File: config.mk
export PLATFORM = sky130hd
export DESIGN_NAME = mcl_modem_ctrl
export DESIGN_NICKNAME = d
export VERILOG_FILES = /design/src/rtl/mcl_pkg.sv /design/src/rtl/mcl_modem_ctrl.sv
export SDC_FILE = /design/constraint.sdc
export NUM_CORES = 1
export LEC_CHECK = 0
export ABC_AREA = 0
export BUFFER_PORTS_ARGS = -buffer_cell sky130_fd_sc_hd__buf_2
export CAP_MARGIN = 30
export CORE_ASPECT_RATIO = 2
export CORE_MARGIN = 8
export CORE_UTILIZATION = 30
export CTS_BUF_LIST = sky130_fd_sc_hd__clkbuf_8 sky130_fd_sc_hd__clkbuf_16
export CTS_CLUSTER_DIAMETER = 40
export DETAILED_ROUTE_END_ITERATION = 7
export GPL_TIMING_DRIVEN = 0
export PLACE_DENSITY = 0.57
export SLEW_MARGIN = 25
export SYNTH_ARGS = -nofsm -noshare
export SYNTH_HDL_FRONTEND = slang
export SYNTH_SLANG_ARGS = --single-unit
export TNS_END_PERCENT = 100
File: constraint.sdc
create_clock -name i_clk -period 3.4 [get_ports i_clk]
set_input_delay 0.34 -clock i_clk [delete_from_list [all_inputs] [get_ports i_clk]]
set_output_delay 0.34 -clock i_clk [all_outputs]
set_load 0.02 [all_outputs]
File: src/rtl/mcl_pkg.sv
// Shared constants and carriers for the modem control and status lamp block.
// Assumes a single 10 MHz clock and an active-low asynchronous reset.
package mcl_pkg;
   // Core clock rate in kHz, used to derive the millisecond divider.
   localparam int CLK_KHZ = 10000;
   // Lamp pattern times in milliseconds.
   localparam logic [11:0] REG_ON_MS = 12'h258;   // 600 ms.
   localparam logic [11:0] REG_OFF_MS = 12'h258;  // 600 ms.
   localparam logic [11:0] CTX_FLASH_MS = 12'h04b; // 75 ms.
   localparam logic [11:0] CTX_GAP_MS = 12'hbb8;  // 3 s.
   localparam logic [11:0] XFER_FLASH_MS = 12'h1f4; // 0.5 s.
   // Phase indices of the context double flash.
   localparam logic [1:0] PH_FIRST = 2'h0;
   localparam logic [1:0] PH_LAST = 2'h3;
   // Terminal-ready behaviour codes.
   localparam logic [1:0] DTRB_IGNORE = 2'h0;
   localparam logic [1:0] DTRB_CMD = 2'h1;
   localparam logic [1:0] DTRB_HANGUP = 2'h2;
   localparam logic [1:0] DTRB_RESET = 2'h3;
   // Async mode in which terminal-ready off causes no reaction; o_keep_connection still follows the line.
   localparam logic [2:0] ASYNC_DIRECT = 3'h0;
   // Factory default configuration.
   localparam logic [1:0] DFLT_DTRB = 2'h2;
   localparam logic [2:0] DFLT_ASYNC = 3'h5;

   // Configuration selected by the two configuration commands.
   typedef struct packed {
      logic [1:0] terminal_ready_behaviour_cmd; // Reaction to terminal-ready off.
      logic [2:0] async_mode_select_cmd;        // Async operating mode.
   } mcl_cfg_t;

   // Engine status flags that choose the lamp pattern.
   typedef struct packed {
      logic engine_on;  // Low while off, asleep or in alarm mode.
      logic call_on;    // Voice or data call connected or negotiating.
      logic pkt_event;  // One-cycle pulse per packet exchange.
      logic ctx_active; // One or more packet-data contexts active.
      logic reg_busy;   // No SIM, no PIN, search, authentication or login.
   } mcl_status_t;

   // Lamp pattern states, Gray coded along off, register, context, transfer, call.
   typedef enum logic [2:0] {
      MCL_LAMP_OFF = 3'h0,
      MCL_LAMP_REG = 3'h1,
      MCL_LAMP_CTX = 3'h3,
      MCL_LAMP_XFER = 3'h2,
      MCL_LAMP_CALL = 3'h6
   } mcl_lamp_t;
endpackage : mcl_pkg

File: src/rtl/mcl_modem_ctrl.sv
// Modem control lines, reset settling and link status lamp patterns.
// Assumes host pins are asynchronous; engine-side signals share i_clk.
`timescale 1ns/10ps
`default_nettype none
module mcl_modem_ctrl #(
   parameter int CLK_PER_MS = mcl_pkg::CLK_KHZ, // Clock cycles per millisecond tick.
   parameter int SETTLE_MS = 100                // Settling interval after reset.
) (
   // Clock and reset.
   input wire logic i_clk,
   input wire logic i_nrst,
   // Host pins, the control lines active low, all asynchronous to i_clk.
   input wire logic i_rts_n,
   input wire logic i_dtr_n,
   input wire logic i_txd,
   // Engine-side configuration and status.
   input wire logic i_nv_valid,
   input wire mcl_pkg::mcl_cfg_t i_nv_cfg,
   input wire logic i_cfg_wr,
   input wire mcl_pkg::mcl_cfg_t i_cfg_data,
   input wire mcl_pkg::mcl_status_t i_status,
   input wire logic i_tx_space,
   input wire logic i_ring_on,
   input wire logic i_answer_req,
   input wire logic i_data_connected,
   // Host pins driven by the module, active low.
   output logic o_cts_n,
   output logic o_dsr_n,
   output logic o_ri_n,
   output logic o_dcd_n,
   output logic o_link_status_lamp_n,
   // Engine-side results.
   output logic o_cmd_ready,
   output logic o_txd,
   output logic o_rx_deliver_ok,
   output logic o_offhook,
   output logic o_keep_connection,
   output logic o_to_cmd_mode,
   output logic o_hangup,
   output logic o_cfg_reload,
   output mcl_pkg::mcl_cfg_t o_cfg
);
   // Two-stage synchronisers for the host pins; stage one feeds stage two only.
   // Nothing but stage two may read stage one, or a metastable level could leak into logic.
   // The cost is three cycles of latency from a pin to any output that it steers.
   // At 10 MHz that is far below any character time on the serial line.
   logic [2:0] sync1;
   logic [2:0] sync2;
   logic dtr_off_prev; // Previous terminal-ready level for edge detection.

   // Reset settling and configuration state.
   logic cfg_loaded; // First clock after release has loaded the configuration.
   logic ready;      // Settling interval over.
   logic [15:0] settle_cnt;
   logic [15:0] div_cnt;
   logic ms_tick;

   // Lamp pattern state.
   mcl_pkg::mcl_lamp_t lamp_mode;
   mcl_pkg::mcl_lamp_t next_lamp_mode;
   logic [1:0] phase;
   logic [11:0] ms_cnt;
   logic [11:0] xfer_cnt; // Remaining transfer flash time.
   logic lamp_on;

   // Synchronised host levels.
   wire rts_n_s = sync2[0];
   wire dtr_n_s = sync2[1];
   wire txd_s = sync2[2];

   // Phase length in milliseconds for a pattern and phase.
   function automatic logic [11:0] phase_len(input mcl_pkg::mcl_lamp_t m, input logic [1:0] p);
      logic [11:0] len;
      len = mcl_pkg::XFER_FLASH_MS;
      case (m)
         mcl_pkg::MCL_LAMP_REG: len = p[0] ? mcl_pkg::REG_OFF_MS : mcl_pkg::REG_ON_MS;
         mcl_pkg::MCL_LAMP_CTX: len = (p == mcl_pkg::PH_LAST) ? mcl_pkg::CTX_GAP_MS : mcl_pkg::CTX_FLASH_MS;
         default: len = mcl_pkg::XFER_FLASH_MS;
      endcase
      return len;
   endfunction : phase_len

   // Host pins are sampled through two flops to avoid metastability.
   always_ff @(posedge i_clk or negedge i_nrst) begin
      if (!i_nrst) begin
         sync1 <= 3'h7;
         sync2 <= 3'h7;
         dtr_off_prev <= 1'b1;
      end else begin
         sync1 <= {i_txd, i_dtr_n, i_rts_n};
         sync2 <= sync1;
         dtr_off_prev <= dtr_n_s;
      end
   end

   // Millisecond tick divider; all lamp timing derives from it.
   // The divider runs free and is never restarted by a pattern change.
   // A first phase may therefore be short by up to one millisecond.
   // That error is invisible on a lamp and saves a second counter per pattern.
   assign ms_tick = (div_cnt == 16'(CLK_PER_MS - 1));
   always_ff @(posedge i_clk or negedge i_nrst) begin
      if (!i_nrst) begin
         div_cnt <= 16'h0000;
      end else if (ms_tick) begin
         div_cnt <= 16'h0000;
      end else begin
         div_cnt <= div_cnt + 16'h0001;
      end
   end

   // Settling counter; commands are refused until it runs out.
   // The counter stops once ready is set, so ready never drops again without a reset.
   // Its width limits the settling interval to 65536 milliseconds.
   // A longer interval needs a wider counter, not a slower tick.
   always_ff @(posedge i_clk or negedge i_nrst) begin
      if (!i_nrst) begin
         settle_cnt <= 16'h0000;
         ready <= 1'b0;
      end else if (!ready && ms_tick) begin
         if (settle_cnt == 16'(SETTLE_MS - 1)) begin
            ready <= 1'b1;
         end else begin
            settle_cnt <= settle_cnt + 16'h0001;
         end
      end
   end
   assign o_cmd_ready = ready;

   // Terminal-ready off edge and the configured reaction to it.
   // Only the rising edge of the synchronised line acts, so a host that holds the
   // line high for a long time causes one reaction, not one per cycle.
   // Edges before ready are ignored, because the configuration may not be settled yet.
   // In the direct async mode the off edge causes no reaction, whatever the behaviour code; o_keep_connection still follows the line.
   wire dtr_off_edge = dtr_n_s && !dtr_off_prev && ready;
   wire dtr_watched = (o_cfg.async_mode_select_cmd != mcl_pkg::ASYNC_DIRECT);
   wire dtr_act = dtr_off_edge && dtr_watched;
   wire [1:0] dtr_beh = o_cfg.terminal_ready_behaviour_cmd;
   wire do_cmd = dtr_act && (dtr_beh == mcl_pkg::DTRB_CMD);
   wire do_hang = dtr_act && ((dtr_beh == mcl_pkg::DTRB_HANGUP) || (dtr_beh == mcl_pkg::DTRB_RESET));
   wire do_reload = dtr_act && (dtr_beh == mcl_pkg::DTRB_RESET);

   // Stored value wins over factory default; a reset reaction reloads it too.
   wire mcl_pkg::mcl_cfg_t boot_cfg = i_nv_valid ? i_nv_cfg :
      mcl_pkg::mcl_cfg_t'({mcl_pkg::DFLT_DTRB, mcl_pkg::DFLT_ASYNC});

   // Configuration register: the strap-like image is caught after release.
   // The reset branch may hold only constants, so the stored image is taken on the
   // first edge after release instead of inside reset.
   // Until then the factory defaults stand, which is a safe value for one cycle.
   always_ff @(posedge i_clk or negedge i_nrst) begin
      if (!i_nrst) begin
         cfg_loaded <= 1'b0;
         o_cfg <= mcl_pkg::mcl_cfg_t'({mcl_pkg::DFLT_DTRB, mcl_pkg::DFLT_ASYNC});
      end else if (!cfg_loaded || do_reload) begin
         cfg_loaded <= 1'b1;
         o_cfg <= boot_cfg;
      end else if (i_cfg_wr && ready) begin
         o_cfg <= i_cfg_data;
      end
   end

   // Disconnect reactions are one-cycle pulses to the engine.
   // The engine must catch them on the edge at which they stand; they are not held.
   always_ff @(posedge i_clk or negedge i_nrst) begin
      if (!i_nrst) begin
         o_to_cmd_mode <= 1'b0;
         o_hangup <= 1'b0;
         o_cfg_reload <= 1'b0;
      end else begin
         o_to_cmd_mode <= do_cmd;
         o_hangup <= do_hang;
         o_cfg_reload <= do_reload;
      end
   end

   // Modem control outputs, all registered.
   // Ready gates every control line so nothing is promised before settling ends; the o_txd pass-through is not gated.
   // Ring indicate is the exception: the host watches it even while data-set-ready
   // is off, so it follows the ring cadence at all times.
   // Off-hook waits for the ring on-segment to end, so it never overlaps ring indicate.
   always_ff @(posedge i_clk or negedge i_nrst) begin
      if (!i_nrst) begin
         o_cts_n <= 1'b1;
         o_dsr_n <= 1'b1;
         o_ri_n <= 1'b1;
         o_dcd_n <= 1'b1;
         o_txd <= 1'b1;
         o_rx_deliver_ok <= 1'b0;
         o_offhook <= 1'b0;
         o_keep_connection <= 1'b0;
      end else begin
         o_cts_n <= !(ready && i_tx_space);
         o_txd <= txd_s;
         o_dsr_n <= !ready;
         o_ri_n <= !i_ring_on;
         o_dcd_n <= !(ready && i_data_connected);
         o_rx_deliver_ok <= ready && !rts_n_s;
         o_offhook <= ready && i_answer_req && !i_ring_on;
         o_keep_connection <= ready && !dtr_n_s;
      end
   end

   // Transfer flash: each packet exchange starts a fresh 0.5 s flash at once.
   // A packet pulse in the same cycle as a countdown step wins, so a steady stream
   // of packets keeps the lamp lit without a gap.
   // The lamp lights on the second edge after a packet, well inside one second.
   always_ff @(posedge i_clk or negedge i_nrst) begin
      if (!i_nrst) begin
         xfer_cnt <= 12'h000;
      end else if (i_status.pkt_event) begin
         xfer_cnt <= mcl_pkg::XFER_FLASH_MS;
      end else if (ms_tick && (xfer_cnt != 12'h000)) begin
         xfer_cnt <= xfer_cnt - 12'h001;
      end
   end

   // Pattern selection by fixed priority.
   // An engine that is off, asleep or in alarm mode overrides every other status.
   // The packet pulse itself selects the transfer pattern, so the flash starts on the
   // same edge that loads the countdown.
   always_comb begin
      if (!i_status.engine_on) begin
         next_lamp_mode = mcl_pkg::MCL_LAMP_OFF;
      end else if (i_status.call_on) begin
         next_lamp_mode = mcl_pkg::MCL_LAMP_CALL;
      end else if (i_status.pkt_event || (xfer_cnt != 12'h000)) begin
         next_lamp_mode = mcl_pkg::MCL_LAMP_XFER;
      end else if (i_status.ctx_active) begin
         next_lamp_mode = mcl_pkg::MCL_LAMP_CTX;
      end else if (i_status.reg_busy) begin
         next_lamp_mode = mcl_pkg::MCL_LAMP_REG;
      end else begin
         next_lamp_mode = mcl_pkg::MCL_LAMP_OFF;
      end
   end

   // Phase sequencer; a change of pattern restarts at the first phase.
   // A phase ends on the tick at which its millisecond count reaches its length,
   // so every phase but a first one lasts exactly its nominal time.
   // The registration blink wraps after two phases and the double flash after four.
   wire mode_change = (next_lamp_mode != lamp_mode);
   wire phase_end = ms_tick && (ms_cnt >= phase_len(lamp_mode, phase) - 12'h001);
   wire [1:0] wrap_phase = (lamp_mode == mcl_pkg::MCL_LAMP_REG) ? 2'h1 : mcl_pkg::PH_LAST;
   always_ff @(posedge i_clk or negedge i_nrst) begin
      if (!i_nrst) begin
         lamp_mode <= mcl_pkg::MCL_LAMP_OFF;
         phase <= mcl_pkg::PH_FIRST;
         ms_cnt <= 12'h000;
      end else if (mode_change) begin
         lamp_mode <= next_lamp_mode;
         phase <= mcl_pkg::PH_FIRST;
         ms_cnt <= 12'h000;
      end else if (phase_end) begin
         ms_cnt <= 12'h000;
         phase <= (phase == wrap_phase) ? mcl_pkg::PH_FIRST : phase + 2'h1;
      end else if (ms_tick) begin
         ms_cnt <= ms_cnt + 12'h001;
      end
   end

   // Lit phases: even phases blink on; the fourth context phase is the gap.
   // Transfer and call patterns ignore the phase and show a steady lamp.
   always_comb begin
      case (lamp_mode)
         mcl_pkg::MCL_LAMP_REG: lamp_on = !phase[0];
         mcl_pkg::MCL_LAMP_CTX: lamp_on = !phase[0];
         mcl_pkg::MCL_LAMP_XFER: lamp_on = 1'b1;
         mcl_pkg::MCL_LAMP_CALL: lamp_on = 1'b1;
         default: lamp_on = 1'b0;
      endcase
   end

   // The lamp pin sinks current to light, so it is registered inverted.
   // Registering it keeps decode glitches off the pin; the cost is one cycle of delay.
   always_ff @(posedge i_clk or negedge i_nrst) begin
      if (!i_nrst) begin
         o_link_status_lamp_n <= 1'b1;
      end else begin
         o_link_status_lamp_n <= !lamp_on;
      end
   end
endmodule : mcl_modem_ctrl
`default_nettype wire

==> results.json, run 1 <==
{
  "initial_core_util_pct": 30.7,
  "die_width_um": 100,
  "yosys_warnings": 0,
  "clock_sinks": 87,
  "io_buffers": 43,
  "die_y_um": 185,
  "pwr-share-clk_pct": 46.1,
  "cts_tree": "yes",
  "via_per_inst": 4.83,
  "clock_latency_ns": 0.34,
  "syn_inst": 411,
  "area.growth.synth_to_final_pct": 18.9,
  "num_rows": 61,
  "dpl_cell_area_um2": 4750,
  "p_leak_nw": 2.20,
  "clk_pin_slew_ns": 0.08,
  "place_ws_ns": 0.206,
  "num-nets-final": 510,
  "tns_ns": 0,
  "final_cell_mix": "dfrtp_1 (71), buf_2 (44), nand2_1 (40)",
  "drive_gt1_share_pct": 20.9,
  "drtIter0Drc": 96,
  "mostFrequentLayoutCell": "dfrtp_1",
  "grt_max_degree": 50,
  "n_fill_cell": 1429,
  "post-dp-hpwl_um": 6930,
  "n_antenna_cell": 0,
  "ys_seq_area_share_pct": 51.5,
  "clock_path_buffers": 2,
  "final_util_pct": 36.5,
  "max_slew_margin_pct": 53.5,
  "setup_ws_ns": 0.346,
  "switching_power_uw": 541,
  "syn_area_per_cell_um2": 10.4,
  "final_max_slew_viol_count": 0,
  "die_area_um2": 18500,
  "hold_viol": 0,
  "swShare_pct": 25.1,
  "ys_async_sr_fraction_pct": 100,
  "dp.cells": 645,
  "gr-total-overflow": 0,
  "htreeDepth": 3,
  "p_seq_share_pct": 49.3,
  "cts_root_buffer": "clkbuf_16",
  "grt_pass1_wl_um": 15900,
  "cp.required_ns": 3.65,
  "path_class": "reg2reg",
  "critical_path.max_fanout": 9,
  "final-setup-viol-count": 0,
  "wl_um": 9170,
  "fin_area_um2": 5070,
  "multi_input_area_um2": 1970,
  "arrival_ns": 3.30,
  "period_minus_slack_ns": 3.05,
  "max_freq_mhz": 327,
  "combPwrFrac_pct": 4.6,
  "postCtsSetupBuffers": 0,
  "wl_per_cell_um": 13.9,
  "power-per-cell-area_nw_per_um2": 426,
  "finClkSkew_ns": 0.0104,
  "layout_worst_path_cycle_share_pct": 89.8,
  "yosysUniqueCellTypes": 52,
  "min_path_type": "in2reg",
  "place.gp.congestion": 0.789,
  "cts-buffers-inserted": 9,
  "grt_pass1_vias": 3415,
  "syn_area_um2": 4270,
  "fin_cells": 662,
  "p_int_mw": 1.62,
  "synth-main-ff-cell": "dfrtp_1",
  "track_usage_pct": 10.8,
  "critical_path.startpoint_type": "register",
  "detail-route-antenna-nets": 0,
  "vias": 3195,
  "ys_ff_latch": 87,
  "drc": 0,
  "maxCapViolations": 0,
  "tightest_slew_ns": 0.692,
  "seq_area_um2": 2200,
  "vdd_drop_max_mv": 0.263,
  "core_um2": 13900,
  "ioPinCount": 44,
  "rsz0062_at_grt": "false",
  "antenna_found_initial": 0,
  "status": "completed",
  "synth_edf_count": 0,
  "end_kind": "register",
  "dr.pass1.iters": 4
}
==> layer usage <==
metal	vias to the layer above	global-route usage [%]	part of all wire, %
met5	-	0	0
met4	0	5.49	2.1
met1	1567	10.3	38
li1	1570	-	-
met3	10	2.04	3.2
met2	48	20.9	57
==> cell type report <==
cell class	count	share of cell area [%]
plain buffers	10	1.01
clock buffers	9	4.44
clock inverters	7	1.55
inverters	15	1.11
multi-input cells	300	38.8
flip-flops and latches	87	43.3
well taps	189	4.66
repair buffers	45	5.11
==> critical path, cell delays in order, from the launching register on <==
cell and delay [ns]:
dfrtp_1 0.43, ha_1 0.27, or3_1 0.38, ha_1 0.30
a21oi_1 0.13, o21ai_0 0.10, o2bb2ai_1 0.17, or2_2 0.28
clkbuf_1 0.20, or4_1 0.51, a31oi_1 0.20
==> cell usage after synthesis, drive strengths merged, types with 3 or more instances <==
master  instances  area (um^2)
nor2           34          128
nand2b          4         25.0
nor4b           3         47.5
a31oi          13         96.3
nor3           12         86.3
and4            3         26.3
dfstp          16          420
xor2           16          140
o21ai           7         35.0
and3           15         93.8
nand4          13         87.6
inv            15         56.3
and2            4         25.0
xnor2          24          210
or4             9         67.6
clkbuf          6         22.5
or2             4         25.0
buf             4         28.8
nand4b          3         26.3
nand2          41          156
ha             16          200
a21oi          25          125
dfrtp          71         1780
or3             3         18.8
nor4            4         31.3
nand3          23          120
nor2b           5         31.3
==> repair_timing <==
action                                 in CTS  in global routing
setup endpoints to repair                   0                  7
hold buffers                                1                  0
endpoints found under the hold margin      25                  0
resized for setup                           0                  1
==> power by group through the flow <==
| stage | logic, mW | clock network (mW) | registers, mW |
|---|---|---|---|
| floorplan | 0.0321 | 0 | 1.09 |
| global placement | 0.0942 | 0 | 1.08 |
| detailed placement | 0.102 | 0 | 1.09 |
| CTS | 0.103 | 1.03 | 1.07 |
| global route | 0.112 | 1.07 | 1.07 |
| finish | 0.0988 | 0.995 | 1.07 |
==> through the flow <==
step | power (mW) | hold slack [ns]
after CTS | 2.20 | 0.0751
after global routing | 2.25 | 0.0784
after floorplan | 1.13 | 0.0444
after global placement | 1.18 | 0.346
final | 2.16 | 0.0875
after detailed placement | 1.19 | 0.266
==> sequential cells by signal, summed over array words and instances (netlist names), 2 cells and up <==
name and flops:
phase 2, sync2 3, div_cnt 16, ms_cnt 12
lamp_mode 3, settle_cnt 16, dtr_beh 2, o_cfg 3
sync1 3, xfer_cnt 12
==> logic make-up (layout without fill, tap and decap cells) <==
group	after synthesis	in the layout	share of synthesized area [%]
AOI/OAI and AO/OA	57	57	8.48
DFF	87	87	51.5
adders and majority gates	16	16	4.69
and+or+nand+nor	184	184	24.2
buffers and inverters	25	86	2.52
other	1	2	0.0879
xor gates and xnor gates	40	40	8.21
muxes	1	1	0.264
==> path summary, 6_finish.rpt <==
kind	cells past startpoint	slack, ns	endpoint	start
hold reg to reg	0	0.36	sync2[0]	sync1[0]
min in group asynchronous	2	0.45	div_cnt[8]	i_nrst
setup / recovery	10	0.35	ms_cnt[11]	phase[0]
max in group asynchronous	3	2.32	o_link_status_lamp_n	i_nrst
hold / removal	1	0.09	sync1[2]	i_txd
setup reg to reg	10	0.35	ms_cnt[11]	phase[0]
No activity file was read; power rests on OpenSTA's default activity.
==> run 2, diff against run 1 <==
--- a/config.mk
+++ b/config.mk
@@ -5,7 +5,7 @@
 export SDC_FILE = /design/constraint.sdc
 export NUM_CORES = 1
 export LEC_CHECK = 0
-export ABC_AREA = 0
+export ABC_AREA = 1
 export BUFFER_PORTS_ARGS = -buffer_cell sky130_fd_sc_hd__buf_2
 export CAP_MARGIN = 30
 export CORE_ASPECT_RATIO = 2
==> run 2 against run 1 <==
Effect of this change: synthesized cell count is 49% higher; critical path type unchanged; first-iteration DRC count rose by 95%; worst setup slack improved by 0.20 ns; area after synthesis grew 15%; via count up 25%; largest cell class is now multi-input combinational cells; register-to-register slack gained 0.20 ns; total power up 2.2%; final area rose by 13%; count of clock-buffer cells in the layout is 1 higher.
==> results.json, run 2 <==
{
  "ys_ff_latch": 87,
  "switching_power_uw": 553,
  "num-nets-final": 713,
  "finClkSkew_ns": 0.00555,
  "min_path_type": "in2reg",
  "drc": 0,
  "syn_area_per_cell_um2": 7.99,
  "timing.critical_path.buf_inv": 4,
  "dpl_cell_area_um2": 5410,
  "num_rows": 66,
  "cp_top_family": "simple AND/OR/NAND/NOR gates",
  "via_per_inst": 4.55,
  "critical_path.max_fanout": 10,
  "path_class": "reg2reg",
  "clock_latency_ns": 0.34,
  "whs_endpoint": "sync1[2]",
  "grt_pass1_vias": 3904,
  "synth_top_area_share_pct": 36.2,
  "htreeDepth": 3,
  "yosysUniqueCellTypes": 39,
  "cts_tree": "yes",
  "cts_resized": 0,
  "end_kind": "register",
  "cts-buffers-inserted": 9,
  "n_antenna_cell": 0,
  "clock_sinks": 87,
  "status": "completed",
  "place.gp.congestion": 0.860,
  "io_buffers": 43,
  "ys_async_sr_fraction_pct": 100,
  "synth-main-ff-cell": "dfrtp_1",
  "rsz0062_at_grt": "false",
  "arrival_ns": 3.13,
  "syn_area_um2": 4900,
  "detail-route-antenna-nets": 0,
  "crit_path_top_delay_cell": "dfrtp_1",
  "critical_path.startpoint_type": "register",
  "p_seq_share_pct": 49.2,
  "synthTopCellsByCount": "nand2_1 (164), inv_1 (79), dfrtp_1 (71), nor2_1 (62), nand3_1 (44)",
  "dp.cells": 863,
  "yosysMostFrequentCell": "nand2_1",
  "pwr-share-clk_pct": 43.2,
  "fin_cells": 880,
  "setup_ws_ns": 0.543,
  "post-dp-hpwl_um": 7540,
  "synth.area.top_cells": "dfrtp_1 (36%), nand2_1 (13%), dfstp_2 (8.6%)",
  "yosys_warnings": 0,
  "p_int_mw": 1.65,
  "cp.required_ns": 3.67,
  "gr-total-overflow": 0,
  "die_y_um": 197,
  "ys_seq_area_share_pct": 44.8,
  "core_um2": 16100,
  "syn_inst": 614,
  "crit_chain": "ha_1 -> nor3_1 -> inv_1 -> nand2_1 -> nor2_1 -> inv_1 -> ha_1 -> nand2_1 -> inv_1 -> nand2_1 -> nand2_1 -> a21oi_1 -> nand2_1 -> nand2_1 -> buf_2 -> nand3_1 -> nand2_1",
  "yosysTopAreaCell": "dfrtp_1",
  "dr.pass1.iters": 4,
  "grt_pass1_wl_um": 18000,
  "final_cell_mix": "nand2_1 (164), inv_1 (79), dfrtp_1 (71)",
  "wl_per_cell_um": 11.6,
  "crit_top_cell": "nand2_1",
  "mostFrequentLayoutCell": "nand2_1",
  "slowest_delay_ns": 0.43,
  "drive_gt1_share_pct": 16.9,
  "antenna_found_initial": 0,
  "ioPinCount": 44,
  "initial_core_util_pct": 30.5,
  "fin_area_um2": 5710,
  "synth_edf_count": 0,
  "clk_pin_slew_ns": 0.07,
  "period_minus_slack_ns": 2.86,
  "cts_root_buffer": "clkbuf_16",
  "swShare_pct": 25.0,
  "clock_path_buffers": 2,
  "place_ws_ns": 0.549,
  "final-setup-viol-count": 0,
  "hold_viol": 0,
  "die_area_um2": 20900,
  "hp-start": "i_txd",
  "worstRegToRegCells": 17,
  "combPwrFrac_pct": 7.6,
  "vias": 4001,
  "reg_top3": "div_cnt (16), settle_cnt (16)",
  "final_max_slew_viol_count": 0,
  "r2r_setup_slack_ns": 0.54,
  "min_path_cells": 1,
  "wl_um": 10200,
  "power-per-cell-area_nw_per_um2": 386,
  "max_freq_mhz": 350,
  "track_usage_pct": 10.3,
  "grt_max_degree": 69,
  "tns_ns": 0,
  "cp-startpoint": "phase[0]",
  "die_width_um": 106,
  "r2r_start": "phase[0]",
  "drtIter0Drc": 187,
  "maxCapViolations": 0,
  "area.growth.synth_to_final_pct": 16.5,
  "p_leak_nw": 2.77,
  "vdd_drop_max_mv": 0.241,
  "layout_worst_path_cycle_share_pct": 84.0,
  "r2r_end": "ms_cnt[2]"
}
## run 2: power groups by stage
| stage | combinational [mW] | clock (mW) | sequential, mW |
|---|---|---|---|
| 2_1_floorplan | 0.0903 | 0 | 1.11 |
| 3_3_place_gp | 0.165 | 0 | 1.10 |
| 3_5_place_dp | 0.170 | 0 | 1.11 |
| 4_1_cts | 0.172 | 0.989 | 1.09 |
| 5_1_grt | 0.192 | 1.03 | 1.09 |
| 6_report | 0.168 | 0.953 | 1.09 |
## run 2: final cells by class
class	instances	area (um^2)
multi-input combinational	434	2320
inverter	80	300
timing repair buffer	45	259
fill	1710	10400
clock buffer	10	239
clock inverter	6	53.8
tap	204	255
sequential	87	2200
buffer	14	91.3
## run 2: cells by family (layout without fill, tap and decap cells)
group / after synthesis / after routing / synth area share [%]
buf+inv: 94 / 155 / 7.99
flops: 87 / 87 / 44.8
simple gates: 341 / 341 / 32.4
compound gates: 40 / 40 / 4.39
other cells: 1 / 2 / 0.0765
xor+xnor: 35 / 35 / 6.25
fa+ha+maj: 16 / 16 / 4.08
## run 2: routing by layer
metal / wire [um] / vias up / share of wire, % / global-route usage, %
li1: - / 2069 / - / -
met1: 4880 / 1856 / 48 / 13.3
met2: 4740 / 68 / 46 / 16.4
met3: 444 / 8 / 4.3 / 2.26
met4: 148 / 0 / 1.4 / 4.09
met5: 0 / - / 0 / 0
## run 2: what timing repair did
| action | 4_1_cts | 5_1_grt |
|---|---|---|
| hold buffers | 1 | 0 |
| endpoints found under the hold margin | 13 | 0 |
| setup buffers | 0 | 0 |
## run 2: worst max-delay path by stage
stage	end	slack (ns)	cells past startpoint
after CTS	ms_cnt[2]	0.51	17
after floorplan	ms_cnt[2]	1.04	17
final	ms_cnt[2]	0.54	17
after global placement	ms_cnt[3]	0.57	17
after global routing	ms_cnt[4]	0.21	17
after detailed placement	ms_cnt[4]	0.55	17
## run 2: metrics by stage
stage | total power [mW] | util (%) | hold WS, ns
6_report | 2.21 | 35.5 | 0.0983
5_1_grt | 2.31 | 35.5 | 0.0782
4_1_cts | 2.25 | 35.5 | 0.0813
3_5_place_dp | 1.28 | 33.6 | 0.198
3_3_place_gp | 1.27 | 33.4 | 0.348
2_1_floorplan | 1.20 | - | 0.0444
==> run 3, diff against run 2 <==
==> constraint.sdc (replaced) <==
create_clock -name i_clk -period 2.9 [get_ports i_clk]
set_input_delay 0.29 -clock i_clk [delete_from_list [all_inputs] [get_ports i_clk]]
set_output_delay 0.29 -clock i_clk [all_outputs]
set_load 0.02 [all_outputs]
==> run 3 against run 2 <==
Effect of this change: worst setup slack got worse by 0.23 ns; global-route usage unchanged; clock power increased by 18%; register-to-register slack got worse by 0.23 ns; routed wire length increased by 0.24%; sequential power increased by 17%; critical path depth unchanged; highest routed layer unchanged; non-clock buffer count unchanged; hold slack got worse by 0.050 ns; via count decreased by 0.22%; sequential share of layout area decreased by 0.084 points.
==> results.json, run 3 (synthesized netlist as in run 2, its figures left out) <==
{
  "final_cell_mix": "nand2_1 (162), inv_1 (79), dfrtp_1 (71)",
  "cts_tree": "yes",
  "finClkSkew_ns": 0.00555,
  "multi_input_area_um2": 2330,
  "clk_pin_slew_ns": 0.07,
  "end_kind": "register",
  "power-per-cell-area_nw_per_um2": 452,
  "grt_pass1_wl_um": 18000,
  "critical_path.startpoint_type": "register",
  "timing.critical_path.to": "ms_cnt[2]",
  "reg_top3": "div_cnt (16), settle_cnt (16)",
  "htreeDepth": 3,
  "track_usage_pct": 10.3,
  "drc": 0,
  "p_leak_nw": 2.77,
  "r2r_end": "ms_cnt[2]",
  "drive_gt1_share_pct": 17.3,
  "setup_ws_ns": 0.312,
  "die_width_um": 106,
  "vias": 3992,
  "crit_chain": "ha_1 -> nor3_2 -> inv_1 -> nand2_2 -> nor2_1 -> inv_1 -> ha_1 -> nand2_1 -> inv_1 -> nand2_1 -> nand2_1 -> a21oi_1 -> nand2_2 -> nand2_1 -> clkbuf_4 -> nand3_1 -> nand2_1",
  "initial_core_util_pct": 30.5,
  "place_ws_ns": 0.0491,
  "wl_per_cell_um": 11.6,
  "die_area_um2": 20900,
  "min_path_type": "in2reg",
  "status": "completed",
  "gr-total-overflow": 0,
  "grt_pass1_vias": 3904,
  "path_class": "reg2reg",
  "cp.required_ns": 3.18,
  "hold_viol": 0,
  "antenna_found_initial": 0,
  "drtIter0Drc": 167,
  "place.gp.congestion": 0.860,
  "arrival_ns": 2.86,
  "max_freq_mhz": 386,
  "io_buffers": 43,
  "clock_path_buffers": 2,
  "core_um2": 16100,
  "grt_max_degree": 69,
  "area.growth.synth_to_final_pct": 16.8,
  "post-dp-hpwl_um": 7540,
  "fin_area_um2": 5730,
  "seq_area_um2": 2200,
  "num-nets-final": 713,
  "detail-route-antenna-nets": 0,
  "r2r_start": "phase[0]",
  "vdd_drop_max_mv": 0.282,
  "dpl_cell_area_um2": 5410,
  "cts_root_buffer": "clkbuf_16",
  "slowest_delay_ns": 0.43,
  "crit_path_top_delay_cell": "dfrtp_1",
  "via_per_inst": 4.54,
  "worstRegToRegCells": 17,
  "final-setup-viol-count": 0,
  "mostFrequentLayoutCell": "nand2_1",
  "n_fill_cell": 1711,
  "wl_um": 10200,
  "n_antenna_cell": 0,
  "num_rows": 66,
  "layout_worst_path_cycle_share_pct": 89.2,
  "critical_path.max_fanout": 10,
  "final_max_slew_viol_count": 0,
  "ioPinCount": 44,
  "die_y_um": 197,
  "r2r_setup_slack_ns": 0.31,
  "maxCapViolations": 0,
  "clock_latency_ns": 0.34,
  "tns_ns": 0,
  "crit_top_cell": "nand2_1",
  "cp-startpoint": "phase[0]",
  "clock_sinks": 87,
  "rsz0062_at_grt": "false",
  "dr.pass1.iters": 4,
  "period_minus_slack_ns": 2.59,
  "cts-buffers-inserted": 9,
  "hold_slack_ns": 0.0482
}
run 3: cell count changes in the layout (fill, tap and decap cells not counted), sizes merged:
cell / change
buf: -1
clkbuf: +1
run 3: repair_timing:
item	CTS	global route
endpoints found under the setup margin	0	11
hold buffers	1	0
hold endpoints to repair	13	0
setup buffers	0	0
gates resized for setup	0	4
run 3: worst min-delay path by stage:
stage / startpoint / endpoint / cells past startpoint
2_1_floorplan: i_nrst / cfg_loaded / 0
3_3_place_gp: sync1[0] / sync2[0] / 0
3_5_place_dp: i_nrst / o_cfg[1] / 1
4_1_cts: i_txd / sync1[2] / 1
5_1_grt: i_txd / sync1[2] / 1
6_report: i_txd / sync1[2] / 1
run 3: routing by layer:
layer  vias to the layer above  GRT usage [%]  wire length (um)
li1                       2071              -                 -
met1                      1852           13.3              4880
met2                        61           16.4              4750
met3                         8           2.26               457
met4                         0           4.09               148
met5                         -              0                 0
run 3: area by class of cell:
cell class                 count  area share [%]
clock buffer                  10            4.17
inverter                      80            5.24
sequential                    87            38.4
buffer                        14            1.64
tap                          204            4.46
timing repair buffer          45            4.52
clock inverter                 6           0.939
multi-input combinational    434            40.7
run 3: stage by stage:
stage	utilization, %	instances	power, mW
after floorplan	-	615	1.41
final	35.6	880	2.59
after detailed placement	33.6	863	1.50
after global placement	33.4	862	1.49
after CTS	35.5	880	2.63
after global routing	35.6	880	2.71
run 3: critical path: cells and delay by family (launching register included):
kind                     cells  cell delay [ns]
flip-flops                   1             0.43
AND/OR/NAND/NOR             10             1.01
adder cells (fa/ha/maj)      2             0.46
AO/OA/AOI/OAI                1             0.15
buffers and inverters        4             0.47
run 3: report_power, final:
| part | internal [mW] | switching (mW) |
|---|---|---|
| combinational | 0.0705 | 0.126 |
| sequential | 1.25 | 0.0237 |
| clock | 0.619 | 0.500 |
